### src/ied_defs.svh
// Offsets, field positions, reset values and timing counts of the interrupt dispatcher.
`ifndef IED_DEFS_SVH
`define IED_DEFS_SVH
`define IED_IDX_EN_A    10'h0A8
`define IED_IDX_EN_B    10'h0B8
`define IED_IDX_EN_C    10'h09A
`define IED_IDX_FLAGS   10'h000
`define IED_IDX_EVST    10'h001
`define IED_IDX_EVMSK   10'h002
`define IED_IDX_INSVC   10'h003
`define IED_GIE_BIT     7
`define IED_EN_A_WMASK  8'hBF
`define IED_EN_BC_WMASK 8'h3F
`define IED_EN_RST      8'h00
`define IED_EV_RST      2'h0
`define IED_NSRC        18
`define IED_AUTOCLR     18'h01E0F
`define IED_VEC_BASE    8'h03
`define IED_DETECT_CYC  1
`define IED_CALL_CYC    3'h6
`define IED_RESP_OKAY   2'h0
`define IED_RESP_SLVERR 2'h2
`endif

### src/ied_pkg.sv
// Types shared by the interrupt dispatcher.
`default_nettype none
package ied_pkg;
    typedef enum logic [1:0] {IED_IDLE, IED_DETECT, IED_CALL} ied_state_t;
    typedef struct packed {
        logic boundary;
        logic return_from_irq;
    } ied_cpu_t;
    typedef struct packed {
        logic       active;
        logic [7:0] vector;
    } ied_call_t;
endpackage
`default_nettype wire

### src/ied_top.sv
// Interrupt enable and dispatch block with an AXI4-Lite register slave.
// Summary of operation
// - Global enable bit 7 gates every acknowledge
// - Group A enables six sources, bits 5..0
// - Group B enables six sources, bits 5..0
// - Group C enables six sources, bits 5..0
// - Events set flags regardless of enables
// - Enabled flag acknowledged next boundary by call
// - Only strictly higher priority preempts a service
// - Lower or equal requests stay pending
// - Return ends current service, resumes caller
// - One detect cycle plus six call cycles
// - Vectors 03h upward, eight bytes apart
// - Some flags clear automatically on vectoring
`timescale 1ns/1ps
`default_nettype none
`include "ied_defs.svh"
module ied_top (
    // Clock and reset.
    input  wire logic               aclk,
    input  wire logic               aresetn,
    // AXI4-Lite write channels.
    input  wire logic [11:0]        s_axi_awaddr,
    input  wire logic               s_axi_awvalid,
    output logic                    s_axi_awready,
    input  wire logic [31:0]        s_axi_wdata,
    input  wire logic [3:0]         s_axi_wstrb,
    input  wire logic               s_axi_wvalid,
    output logic                    s_axi_wready,
    output logic [1:0]              s_axi_bresp,
    output logic                    s_axi_bvalid,
    input  wire logic               s_axi_bready,
    // AXI4-Lite read channels.
    input  wire logic [11:0]        s_axi_araddr,
    input  wire logic               s_axi_arvalid,
    output logic                    s_axi_arready,
    output logic [31:0]             s_axi_rdata,
    output logic [1:0]              s_axi_rresp,
    output logic                    s_axi_rvalid,
    input  wire logic               s_axi_rready,
    // Peripheral request pulses and CPU handshake.
    input  wire logic [17:0]        src_event,
    input  wire ied_pkg::ied_cpu_t  cpu_in,
    output var  ied_pkg::ied_call_t call_out,
    // Event interrupt line.
    output logic                    irq
);
    import ied_pkg::*;

    logic        awr_q, awr_d, wr_q, wr_d, bv_q, bv_d, arr_q, arr_d, rv_q, rv_d;
    logic        awh_q, awh_d, wh_q, wh_d, irq_q, irq_d;
    logic [9:0]  awi_q, awi_d;
    logic [31:0] wd_q, wd_d, rd_q, rd_d;
    logic [3:0]  ws_q, ws_d;
    logic [1:0]  br_q, br_d, rr_q, rr_d, evst_q, evst_d, evm_q, evm_d;
    logic [7:0]  ena_q, ena_d, enb_q, enb_d, enc_q, enc_d;
    logic [17:0] flag_q, flag_d, insvc_q, insvc_d;
    ied_state_t  st_q, st_d;
    logic [4:0]  sel_q, sel_d;
    logic [2:0]  cnt_q, cnt_d;
    ied_call_t   call_q, call_d;
    logic [17:0] en18, pend, clr_hw;
    logic        found, ack_ev, ret_ev, do_wr;
    logic [4:0]  idx;
    logic [31:0] bmask;

    // Per-source enables in source-number order.
    assign en18 = {enc_q[5], enc_q[0], enc_q[4], enc_q[3], enb_q[5:0],
                   enc_q[2], enc_q[1], ena_q[5:0]};
    assign pend = flag_q & en18 & {`IED_NSRC{ena_q[`IED_GIE_BIT]}};
    assign do_wr = awh_q & wh_q & ~bv_q;
    assign bmask = {{8{ws_q[3]}}, {8{ws_q[2]}}, {8{ws_q[1]}}, {8{ws_q[0]}}};

    // Pick the lowest-numbered pending source that outranks every active service.
    always_comb begin
        found = 1'b0;
        idx = 5'h00;
        for (int i = `IED_NSRC - 1; i >= 0; i--) begin
            if (pend[i] && ((insvc_q & ((18'h2 << i) - 18'h1)) == 18'h0)) begin
                found = 1'b1;
                idx = 5'(i);
            end
        end
    end

    // Dispatch sequencer next state.
    always_comb begin
        st_d = st_q;
        sel_d = sel_q;
        cnt_d = cnt_q;
        call_d = call_q;
        insvc_d = insvc_q;
        clr_hw = 18'h0;
        ack_ev = 1'b0;
        ret_ev = 1'b0;
        if (cpu_in.return_from_irq && insvc_q != 18'h0) begin
            insvc_d = insvc_q & (insvc_q - 18'h1);
            ret_ev = 1'b1;
        end
        unique case (st_q)
            IED_IDLE: begin
                if (cpu_in.boundary && found) begin
                    st_d = IED_DETECT;
                    sel_d = idx;
                end
            end
            IED_DETECT: begin
                st_d = IED_CALL;
                cnt_d = `IED_CALL_CYC - 3'h1;
                call_d.active = 1'b1;
                call_d.vector = `IED_VEC_BASE + {sel_q, 3'b000};
                clr_hw = `IED_AUTOCLR & (18'h1 << sel_q);
                insvc_d = insvc_d | (18'h1 << sel_q);
                ack_ev = 1'b1;
            end
            IED_CALL: begin
                if (cnt_q == 3'h0) begin
                    st_d = IED_IDLE;
                    call_d.active = 1'b0;
                end else begin
                    cnt_d = cnt_q - 3'h1;
                end
            end
            // The fourth state code is unreachable; fall back to idle.
            default: st_d = IED_IDLE;
        endcase
    end

    // Bus slave and register file next state; hardware sets win over clears.
    always_comb begin
        awr_d = awr_q;
        wr_d = wr_q;
        awh_d = awh_q;
        wh_d = wh_q;
        awi_d = awi_q;
        wd_d = wd_q;
        ws_d = ws_q;
        bv_d = bv_q & ~s_axi_bready;
        br_d = br_q;
        ena_d = ena_q;
        enb_d = enb_q;
        enc_d = enc_q;
        evm_d = evm_q;
        flag_d = flag_q & ~clr_hw;
        evst_d = evst_q;
        if (s_axi_awvalid && awr_q) begin
            awh_d = 1'b1;
            awi_d = s_axi_awaddr[11:2];
        end
        if (s_axi_wvalid && wr_q) begin
            wh_d = 1'b1;
            wd_d = s_axi_wdata;
            ws_d = s_axi_wstrb;
        end
        if (do_wr) begin
            awh_d = 1'b0;
            wh_d = 1'b0;
            bv_d = 1'b1;
            br_d = `IED_RESP_OKAY;
            unique case (awi_q)
                `IED_IDX_EN_A: if (ws_q[0]) ena_d = wd_q[7:0] & `IED_EN_A_WMASK;
                `IED_IDX_EN_B: if (ws_q[0]) enb_d = wd_q[7:0] & `IED_EN_BC_WMASK;
                `IED_IDX_EN_C: if (ws_q[0]) enc_d = wd_q[7:0] & `IED_EN_BC_WMASK;
                `IED_IDX_FLAGS: flag_d = flag_d & ~(wd_q[17:0] & bmask[17:0]);
                `IED_IDX_EVST: if (ws_q[0]) evst_d = evst_q & ~wd_q[1:0];
                `IED_IDX_EVMSK: if (ws_q[0]) evm_d = wd_q[1:0];
                `IED_IDX_INSVC: br_d = `IED_RESP_OKAY;
                default: br_d = `IED_RESP_SLVERR;
            endcase
        end
        flag_d = flag_d | src_event;
        evst_d = evst_d | {ret_ev, ack_ev};
        awr_d = ~awh_d & ~bv_d;
        wr_d = ~wh_d & ~bv_d;
        irq_d = |(evst_d & evm_d);
    end

    // Read channel next state.
    always_comb begin
        rv_d = rv_q & ~s_axi_rready;
        rd_d = rd_q;
        rr_d = rr_q;
        if (s_axi_arvalid && arr_q) begin
            rv_d = 1'b1;
            rr_d = `IED_RESP_OKAY;
            unique case (s_axi_araddr[11:2])
                `IED_IDX_EN_A: rd_d = {24'h0, ena_q};
                `IED_IDX_EN_B: rd_d = {24'h0, enb_q};
                `IED_IDX_EN_C: rd_d = {24'h0, enc_q};
                `IED_IDX_FLAGS: rd_d = {14'h0, flag_q};
                `IED_IDX_EVST: rd_d = {30'h0, evst_q};
                `IED_IDX_EVMSK: rd_d = {30'h0, evm_q};
                `IED_IDX_INSVC: rd_d = {14'h0, insvc_q};
                default: begin
                    rd_d = 32'h0;
                    rr_d = `IED_RESP_SLVERR;
                end
            endcase
        end
        arr_d = ~rv_d;
    end

    // State registers with synchronous reset.
    always_ff @(posedge aclk) begin
        if (!aresetn) begin
            awr_q <= 1'b0;
            wr_q <= 1'b0;
            awh_q <= 1'b0;
            wh_q <= 1'b0;
            awi_q <= 10'h000;
            wd_q <= 32'h0;
            ws_q <= 4'h0;
            bv_q <= 1'b0;
            br_q <= `IED_RESP_OKAY;
            arr_q <= 1'b0;
            rv_q <= 1'b0;
            rd_q <= 32'h0;
            rr_q <= `IED_RESP_OKAY;
            ena_q <= `IED_EN_RST;
            enb_q <= `IED_EN_RST;
            enc_q <= `IED_EN_RST;
            flag_q <= 18'h0;
            evst_q <= `IED_EV_RST;
            evm_q <= `IED_EV_RST;
            irq_q <= 1'b0;
            st_q <= IED_IDLE;
            sel_q <= 5'h00;
            cnt_q <= 3'h0;
            call_q <= '0;
            insvc_q <= 18'h0;
        end else begin
            awr_q <= awr_d;
            wr_q <= wr_d;
            awh_q <= awh_d;
            wh_q <= wh_d;
            awi_q <= awi_d;
            wd_q <= wd_d;
            ws_q <= ws_d;
            bv_q <= bv_d;
            br_q <= br_d;
            arr_q <= arr_d;
            rv_q <= rv_d;
            rd_q <= rd_d;
            rr_q <= rr_d;
            ena_q <= ena_d;
            enb_q <= enb_d;
            enc_q <= enc_d;
            flag_q <= flag_d;
            evst_q <= evst_d;
            evm_q <= evm_d;
            irq_q <= irq_d;
            st_q <= st_d;
            sel_q <= sel_d;
            cnt_q <= cnt_d;
            call_q <= call_d;
            insvc_q <= insvc_d;
        end
    end

    // Ports come straight from their flip-flops.
    assign s_axi_awready = awr_q;
    assign s_axi_wready = wr_q;
    assign s_axi_bvalid = bv_q;
    assign s_axi_bresp = br_q;
    assign s_axi_arready = arr_q;
    assign s_axi_rvalid = rv_q;
    assign s_axi_rdata = rd_q;
    assign s_axi_rresp = rr_q;
    assign call_out = call_q;
    assign irq = irq_q;
endmodule
`default_nettype wire

### config.mk
export PLATFORM = sky130hd
export DESIGN_NAME = ied_top
export DESIGN_NICKNAME = d
export VERILOG_FILES = /design/src/ied_pkg.sv /design/src/ied_top.sv
export VERILOG_INCLUDE_DIRS = /design/src /design/src/src
export SDC_FILE = /design/constraint.sdc
export NUM_CORES = 1
export LEC_CHECK = 0
export BUFFER_PORTS_ARGS = -buffer_cell sky130_fd_sc_hd__clkbuf_2
export CORE_MARGIN = 10
export CORE_UTILIZATION = 50
export DETAILED_ROUTE_END_ITERATION = 10
export GPL_ROUTABILITY_DRIVEN = 0
export PLACE_DENSITY_LB_ADDON = 0.2
export SETUP_SLACK_MARGIN = 0.3
export SLEW_MARGIN = 25
export SYNTH_ARGS = -nofsm -noshare
export SYNTH_HDL_FRONTEND = slang
export SYNTH_SLANG_ARGS = --single-unit
export TNS_END_PERCENT = 1
### constraint.sdc
create_clock -name aclk -period 4.8 [get_ports aclk]
set_input_delay 0.24 -clock aclk [delete_from_list [all_inputs] [get_ports aclk]]
set_output_delay 0.24 -clock aclk [all_outputs]
set_load 0.005 [all_outputs]
# ---- After elaboration in Yosys (flattened, before gate mapping)
# Cells that the tools add are included.
dict set report totals {
  elab_cells 196
  reg_bits 153
}
dict set report op_classes {
  n_bitwise 27
  eq_ne 17
  shifts 1
  mux 65
  n_reduce_logical 57
  add_sub_neg 3
}
# cell count
set op_table {}
lappend op_table {{$logic_not A18 Y1} 18}
lappend op_table {{$pmux W18 S7} 1}
lappend op_table {{$and A18 B18 Y18} 6}
lappend op_table {{$mux W5} 18}
lappend op_table {{$mux W18} 4}
lappend op_table {{$eq A10 B8 Y1 const B} 6}
lappend op_table {{$eq A10 B2 Y1 const B} 4}
lappend op_table {{$not A18 Y18} 2}
lappend op_table {{$or A18 B18 Y18} 2}
lappend op_table {{$mux W1} 27}
lappend op_table {{$logic_and A1 B1 Y1} 23}
lappend op_table {{$eq A10 B1 Y1 const B} 2}
lappend op_table {{$logic_not A10 Y1} 2}
lappend op_table {{$mux W2} 10}
lappend op_table {{$reduce_bool A18 Y1} 1}
lappend op_table {{$shl A1 B5 Y18 const A} 1}
lappend op_table {{$sub A18 B1 Y18 const B} 1}
lappend op_table {{$reduce_or A7 Y1} 2}
lappend op_table {{$mux W13} 1}
lappend op_table {{$reduce_and A3 Y1} 3}
lappend op_table {{$add A2 B8 Y8 const A} 1}
lappend op_table {{$reduce_and A2 Y1} 4}
lappend op_table {{$not A1 Y1} 7}
lappend op_table {{$and A1 B1 Y1} 6}
lappend op_table {{15 further kinds} 18}

# ---- Logic depth before layout (Yosys ltp)
dict set report logic_depth {
  ltp_word 24
  mapped_depth 8
}

# ---- Least setup slack after synthesis
# Ideal clock, no wire load.
dict set report synth_path {
  path_kind {flip-flop to flip-flop}
  start {register awi_q[2]}
  end {register ena_q[0]}
  synth_period_minus_slack_ps 1927
  stages_incl_launch_ff 9
  setup_slack_ps 2873
  arrival_time_ps 1799
  setup_time_ps 128
  required_time_ps 4672
  cell_sequence {dfxtp_1 > or4_1 > nor2_2 > nand4_1 > nor2_4 > nor2b_1 > buf_4 > mux2i_1 > nor2_1}
}
dict set report synth_between {
  elab_chain_cells 2
}
# element line
set synth_lines {}
lappend synth_lines {{start: declaration} ied_top.sv:52} ;# logic [9:0] awi_q, awi_d;
lappend synth_lines {{start signal: assignment} ied_top.sv:236} ;# awi_q <= awi_d;
lappend synth_lines {{$eq A10 B8 Y1} ied_top.sv:160} ;# unique case (awi_q)
lappend synth_lines {{$reduce_and A3 Y1 (no source line)} --}
lappend synth_lines {{end signal: assignment} ied_top.sv:219} ;# ena_q <= `IED_EN_RST;
lappend synth_lines {{end signal: assignment} ied_top.sv:245} ;# ena_q <= ena_d;
lappend synth_lines {{end: declaration} ied_top.sv:56} ;# logic [7:0] ena_q, ena_d, enb_q, enb_d, enc_q, enc_d;
# Every way passes these cells.
# A chain may end at the register's enable or synchronous reset.

# ---- Final worst setup path
dict set report layout_path {
  start {register awi_q[2]}
  end {register ena_q[1]}
}
# Same word-level chain as after synthesis.

==> results.md <==
- The number of synthesized flops with an enable pin is 0.
- Summed over all nets, the switching power comes to around 620 uW.
- The worst setup slack after placement is ~2200 ps.
- The area growth from synthesis to final layout is 17.60%.
- Measured along the y axis, the die boundary spans 130.9 um.
- The flop and latch count out of synthesis is between 100 and 150.
- The worst pin sits at a relative slew slack of 36.05%.
- Subtracting the final worst setup slack from the clock period gives 2632 ps.
- Using the TritonRoute via totals, the vias-per-cell ratio works out to about 5.7.
- The total of fill cells in the finished design is between 1000 and 1500.
- The run finished with clean final reports.
- The slack of the critical path is between 2000 and 2500 ps.
- STA classifies the critical path startpoint as a flip-flop.
- Clock tree synthesis selected as its root buffer the cell sky130_fd_sc_hd__clkbuf_16.
- The number of global-route vias before repair is 5395.
- The wire length of the first global-routing pass is around 27000 um.
- The row count is 40.
- The internal power of the cells totals approximately 2.1 mW.
- The critical path in this run is classified as flip-flop to flip-flop.
- The first routing iteration left around 480 violations.
- The total area inside the core boundary comes to 0.01201 mm^2.
- Registers are responsible for about 44% of the overall power.
- The arrival time at the worst endpoint is a little under 3000 ps.
- In this run the cell area of the synthesized design comes to 0.006148 mm^2.
- The number of setup buffers added after CTS is 0.
- 0 antenna diodes ended up in the layout.
- The overall global routing resource usage is roughly 20%.
- The adder-cell share of the synthesized area is less than 1%.
- The HPWL after detailed placement is ~13000 um.
- The worst hold margin is between 15 and 20 ps.
- The worst register-to-register path begins at awi_q[2].
- In the finished design, the share of the clock period the worst path needs comes to 54.84%.
- The remaining antenna violation count after routing is 0.
- By area, the combinational part of the netlist is dominated by simple AND/OR/NAND/NOR gates.
- The first detailed-routing pass took 7 iterations.
- Dividing total power by cell area gives a power density of 375.1 mW/mm^2.
- The number of levels in the clock H-tree is 4.
- The simple-gate area share of the yosys netlist is 27.55%.
- The count of endpoints failing setup in the final report is 0.
- The die covers between 0.015 and 0.02 mm^2.
- Of the synthesized area, sequential elements account for roughly 44%.
- The clock passes through at most 2 buffers.
- The initial utilization of the core area, before any placement, comes to between 50 and 60%.
- At the end of the flow, the number of nets in the layout was 914.
- The core occupancy in the finished layout is 60.20%.
- After detailed placement, the design holds a cell count of around 950.
- The total number of yosys warnings is 0.
- Across the VDD grid, the largest voltage drop is 0.2285 mV.
- The CTS sink count is 135.
- The xor-xnor portion of the synthesized cell area is 0%.
- Measured along the x axis, the die boundary spans 130.9 um.
- Detailed routing inserted a total of between 5000 and 6000 vias.
- In the final layout, the share of cells above drive strength 1 is ~20%.
- Yosys mapped the design onto ~70 distinct sky130hd cell types.
- The total negative slack is 0 ps.
- The worst hold path begins at src_event[1].
- The CTS tree is built.
- For this run the aggregate overflow at the end of global routing stands at 0.
- For this run, the number of standard cells in the final layout without fillers is about 1000.
- Static timing analysis puts the maximum clock frequency at ~380 MHz.
- The post-cts sizing count is 0.
- The number of buffers created by CTS is 17.
- The launching instance or port of the critical path is awi_q[2].
- The critical-path maximum fanout is 8.
- The initial antenna violation count came to 0.
- The leakage power total is around 2.8 nW.
- The final setup skew is 7.470 ps.
- Clock-pin slew was measured on the worst setup and hold paths at around 60 ps.
- During I/O placement, the number of pins put on the boundary was about 140.
- Wires add up to approximately 17000 um.
- The tightest min-delay check is of the primary input to flip-flop type.
- The detailed-route DRC error count is 0.
- The post-cts hold buffer count is 0.
- The clock network latency to the later pin of the worst-skew pair is approximately 430 ps.
- The routed length per instance is 17.74 um.
- In this run the tool buffered the top-level ports with between 100 and 150 buffer cells.
- The async set or reset register ratio after synthesis is 0%.
- Setup repair after global routing left no endpoint under its margin.
- The endpoint type of the worst setup path is a flip-flop.
- Max-cap violations in this run came to 0.
- Entering global routing, the biggest net connects ~70 pins.
- The slew at the pin with the worst max-slew slack is around 960 ps.
- The net switching fraction of the power is 22.89%.
- The cell count after synthesis came out at ~750.
- The clock network burns between 50% and 60% of the power.
- The part of the power in combinational logic is 5.5%.
- The max-slew violation count is 0.
- The synthesized area divided by synthesized cell count is 8.231 um^2.
- The compound-gate portion of the synthesized area is a little under a fifth.
- The multiplexer area fraction after synthesis is roughly 4.5%.
- The total count of hold-check failures in the final report is 0.
- At the worst endpoint, the required time is just over 5000 ps.
- The predominant post-synthesis flop cell is sky130_fd_sc_hd__dfxtp_1.
[cells by family after synthesis]
group | after synthesis
AND/OR/NAND/NOR | 343
AO/OA/AOI/OAI | 174
flip-flops | 135
buffers and inverters | 67
multiplexers | 25
adder cells (fa/ha/maj) | 2
other | 1
[cell usage in the layout (no fill, tap or decap), types with 3 or more instances in the layout]
master,n
sky130_fd_sc_hd__nand4_1,6
sky130_fd_sc_hd__bufinv_16,4
sky130_fd_sc_hd__nor3b_2,3
sky130_fd_sc_hd__or3_1,3
sky130_fd_sc_hd__a22oi_1,4
sky130_fd_sc_hd__nand3_1,25
sky130_fd_sc_hd__o31ai_1,5
sky130_fd_sc_hd__o21a_1,5
sky130_fd_sc_hd__nor3_2,4
sky130_fd_sc_hd__a222oi_1,3
sky130_fd_sc_hd__nor3_1,19
sky130_fd_sc_hd__nor4_1,5
sky130_fd_sc_hd__conb_1,17
sky130_fd_sc_hd__nand2b_1,9
sky130_fd_sc_hd__inv_1,7
sky130_fd_sc_hd__nor2_1,75
sky130_fd_sc_hd__a211oi_1,5
sky130_fd_sc_hd__nor3b_1,4
sky130_fd_sc_hd__and3b_1,3
sky130_fd_sc_hd__a21oi_1,84
sky130_fd_sc_hd__nand2_1,136
sky130_fd_sc_hd__nor2b_1,12
sky130_fd_sc_hd__dfxtp_1,135
sky130_fd_sc_hd__o21ai_0,24
sky130_fd_sc_hd__mux2i_1,20
sky130_fd_sc_hd__inv_6,3
sky130_fd_sc_hd__clkbuf_2,101
sky130_fd_sc_hd__a31oi_1,7
sky130_fd_sc_hd__mux2_2,3
sky130_fd_sc_hd__and2_1,9
sky130_fd_sc_hd__nand3b_1,3
sky130_fd_sc_hd__and3_1,7
sky130_fd_sc_hd__clkinvlp_4,4
sky130_fd_sc_hd__a221oi_1,16
sky130_fd_sc_hd__clkbuf_16,17
[per-layer routing]
metal	GRT usage, %	vias to the layer above	share of wire (%)
li1	-	2764	-
met1	26.02	2546	44
met2	31.34	244	44
met3	5.802	33	8.8
met4	10.53	0	3.2
met5	0	-	0
[area by class of cell]
cell class	instances	area (um^2)	share of cell area, %
flip-flops and latches	135	2703	37.38
well taps	147	183.9	2.544
repair buffers	102	513.0	7.095
inverters	8	31.28	0.4326
multi-input cells	561	3176	43.92
clock inverters	14	198.9	2.751
clock buffers	17	425.4	5.883
[Yosys cell counts (6+ instances only)]
library cell,number,area share (%)
sky130_fd_sc_hd__nand2_1,136,8.3
sky130_fd_sc_hd__dfxtp_1,135,44
sky130_fd_sc_hd__a21oi_1,84,6.8
sky130_fd_sc_hd__nor2_1,75,4.6
sky130_fd_sc_hd__clkbuf_1,34,2.1
sky130_fd_sc_hd__nand3_1,25,2.0
sky130_fd_sc_hd__o21ai_0,24,2.0
sky130_fd_sc_hd__buf_4,21,2.6
sky130_fd_sc_hd__mux2i_1,20,3.3
sky130_fd_sc_hd__nor3_1,20,1.6
sky130_fd_sc_hd__a221oi_1,16,2.3
sky130_fd_sc_hd__nor2b_1,12,1.2
sky130_fd_sc_hd__and2_1,9,0.92
sky130_fd_sc_hd__nand2b_1,9,0.92
sky130_fd_sc_hd__a31oi_1,7,0.71
sky130_fd_sc_hd__and3_1,7,0.71
sky130_fd_sc_hd__inv_1,7,0.43
sky130_fd_sc_hd__nand4_1,6,0.61
[per-stage QoR]
stage | cell area [um^2] | power (mW)
2_1_floorplan | 6208 | 1.304
3_3_place_gp | 6601 | 1.360
3_5_place_dp | 6601 | 1.366
4_1_cts | 7226 | 2.730
5_1_grt | 7231 | 2.803
6_report | 7231 | 2.712
[state kept, by name (all words and copies together) (netlist names), 2 cells and up]
register and cells:
wd_q 18, sel_q 5, st_q 2, ws_q 3, ena_q 7, s_axi_rdata 18
insvc_q 18, call_out 7, cnt_q 3, flag_q 18, enb_q 6, evm_q 2
evst_q 2, awi_q 10, enc_q 6
[worst paths after layout]
kind,end,slack [ps],cells past startpoint
setup / recovery,ena_q[1],2170,7
hold / removal,flag_q[1],20,3
setup reg to reg,ena_q[1],2170,7
hold reg to reg,call_out[6],460,2
[power by group through the flow]
stage	combinational [mW]	sequential (mW)	clock, mW
finish	0.149	1.19	1.37
global route	0.169	1.20	1.43
CTS	0.149	1.19	1.39
detailed placement	0.148	1.22	0
global placement	0.144	1.22	0
floorplan	0.0979	1.21	0
[critical path, cell delays in order, from the launching register on]
cell                      delay (ps)
sky130_fd_sc_hd__dfxtp_1         310
sky130_fd_sc_hd__or4_1           530
sky130_fd_sc_hd__nor2_2          150
sky130_fd_sc_hd__nand4_1         190
sky130_fd_sc_hd__nor2_4          210
sky130_fd_sc_hd__nor2b_1         750
sky130_fd_sc_hd__mux2i_1         290
sky130_fd_sc_hd__nor2_1           60
No activity file was read; power rests on OpenSTA's default activity.
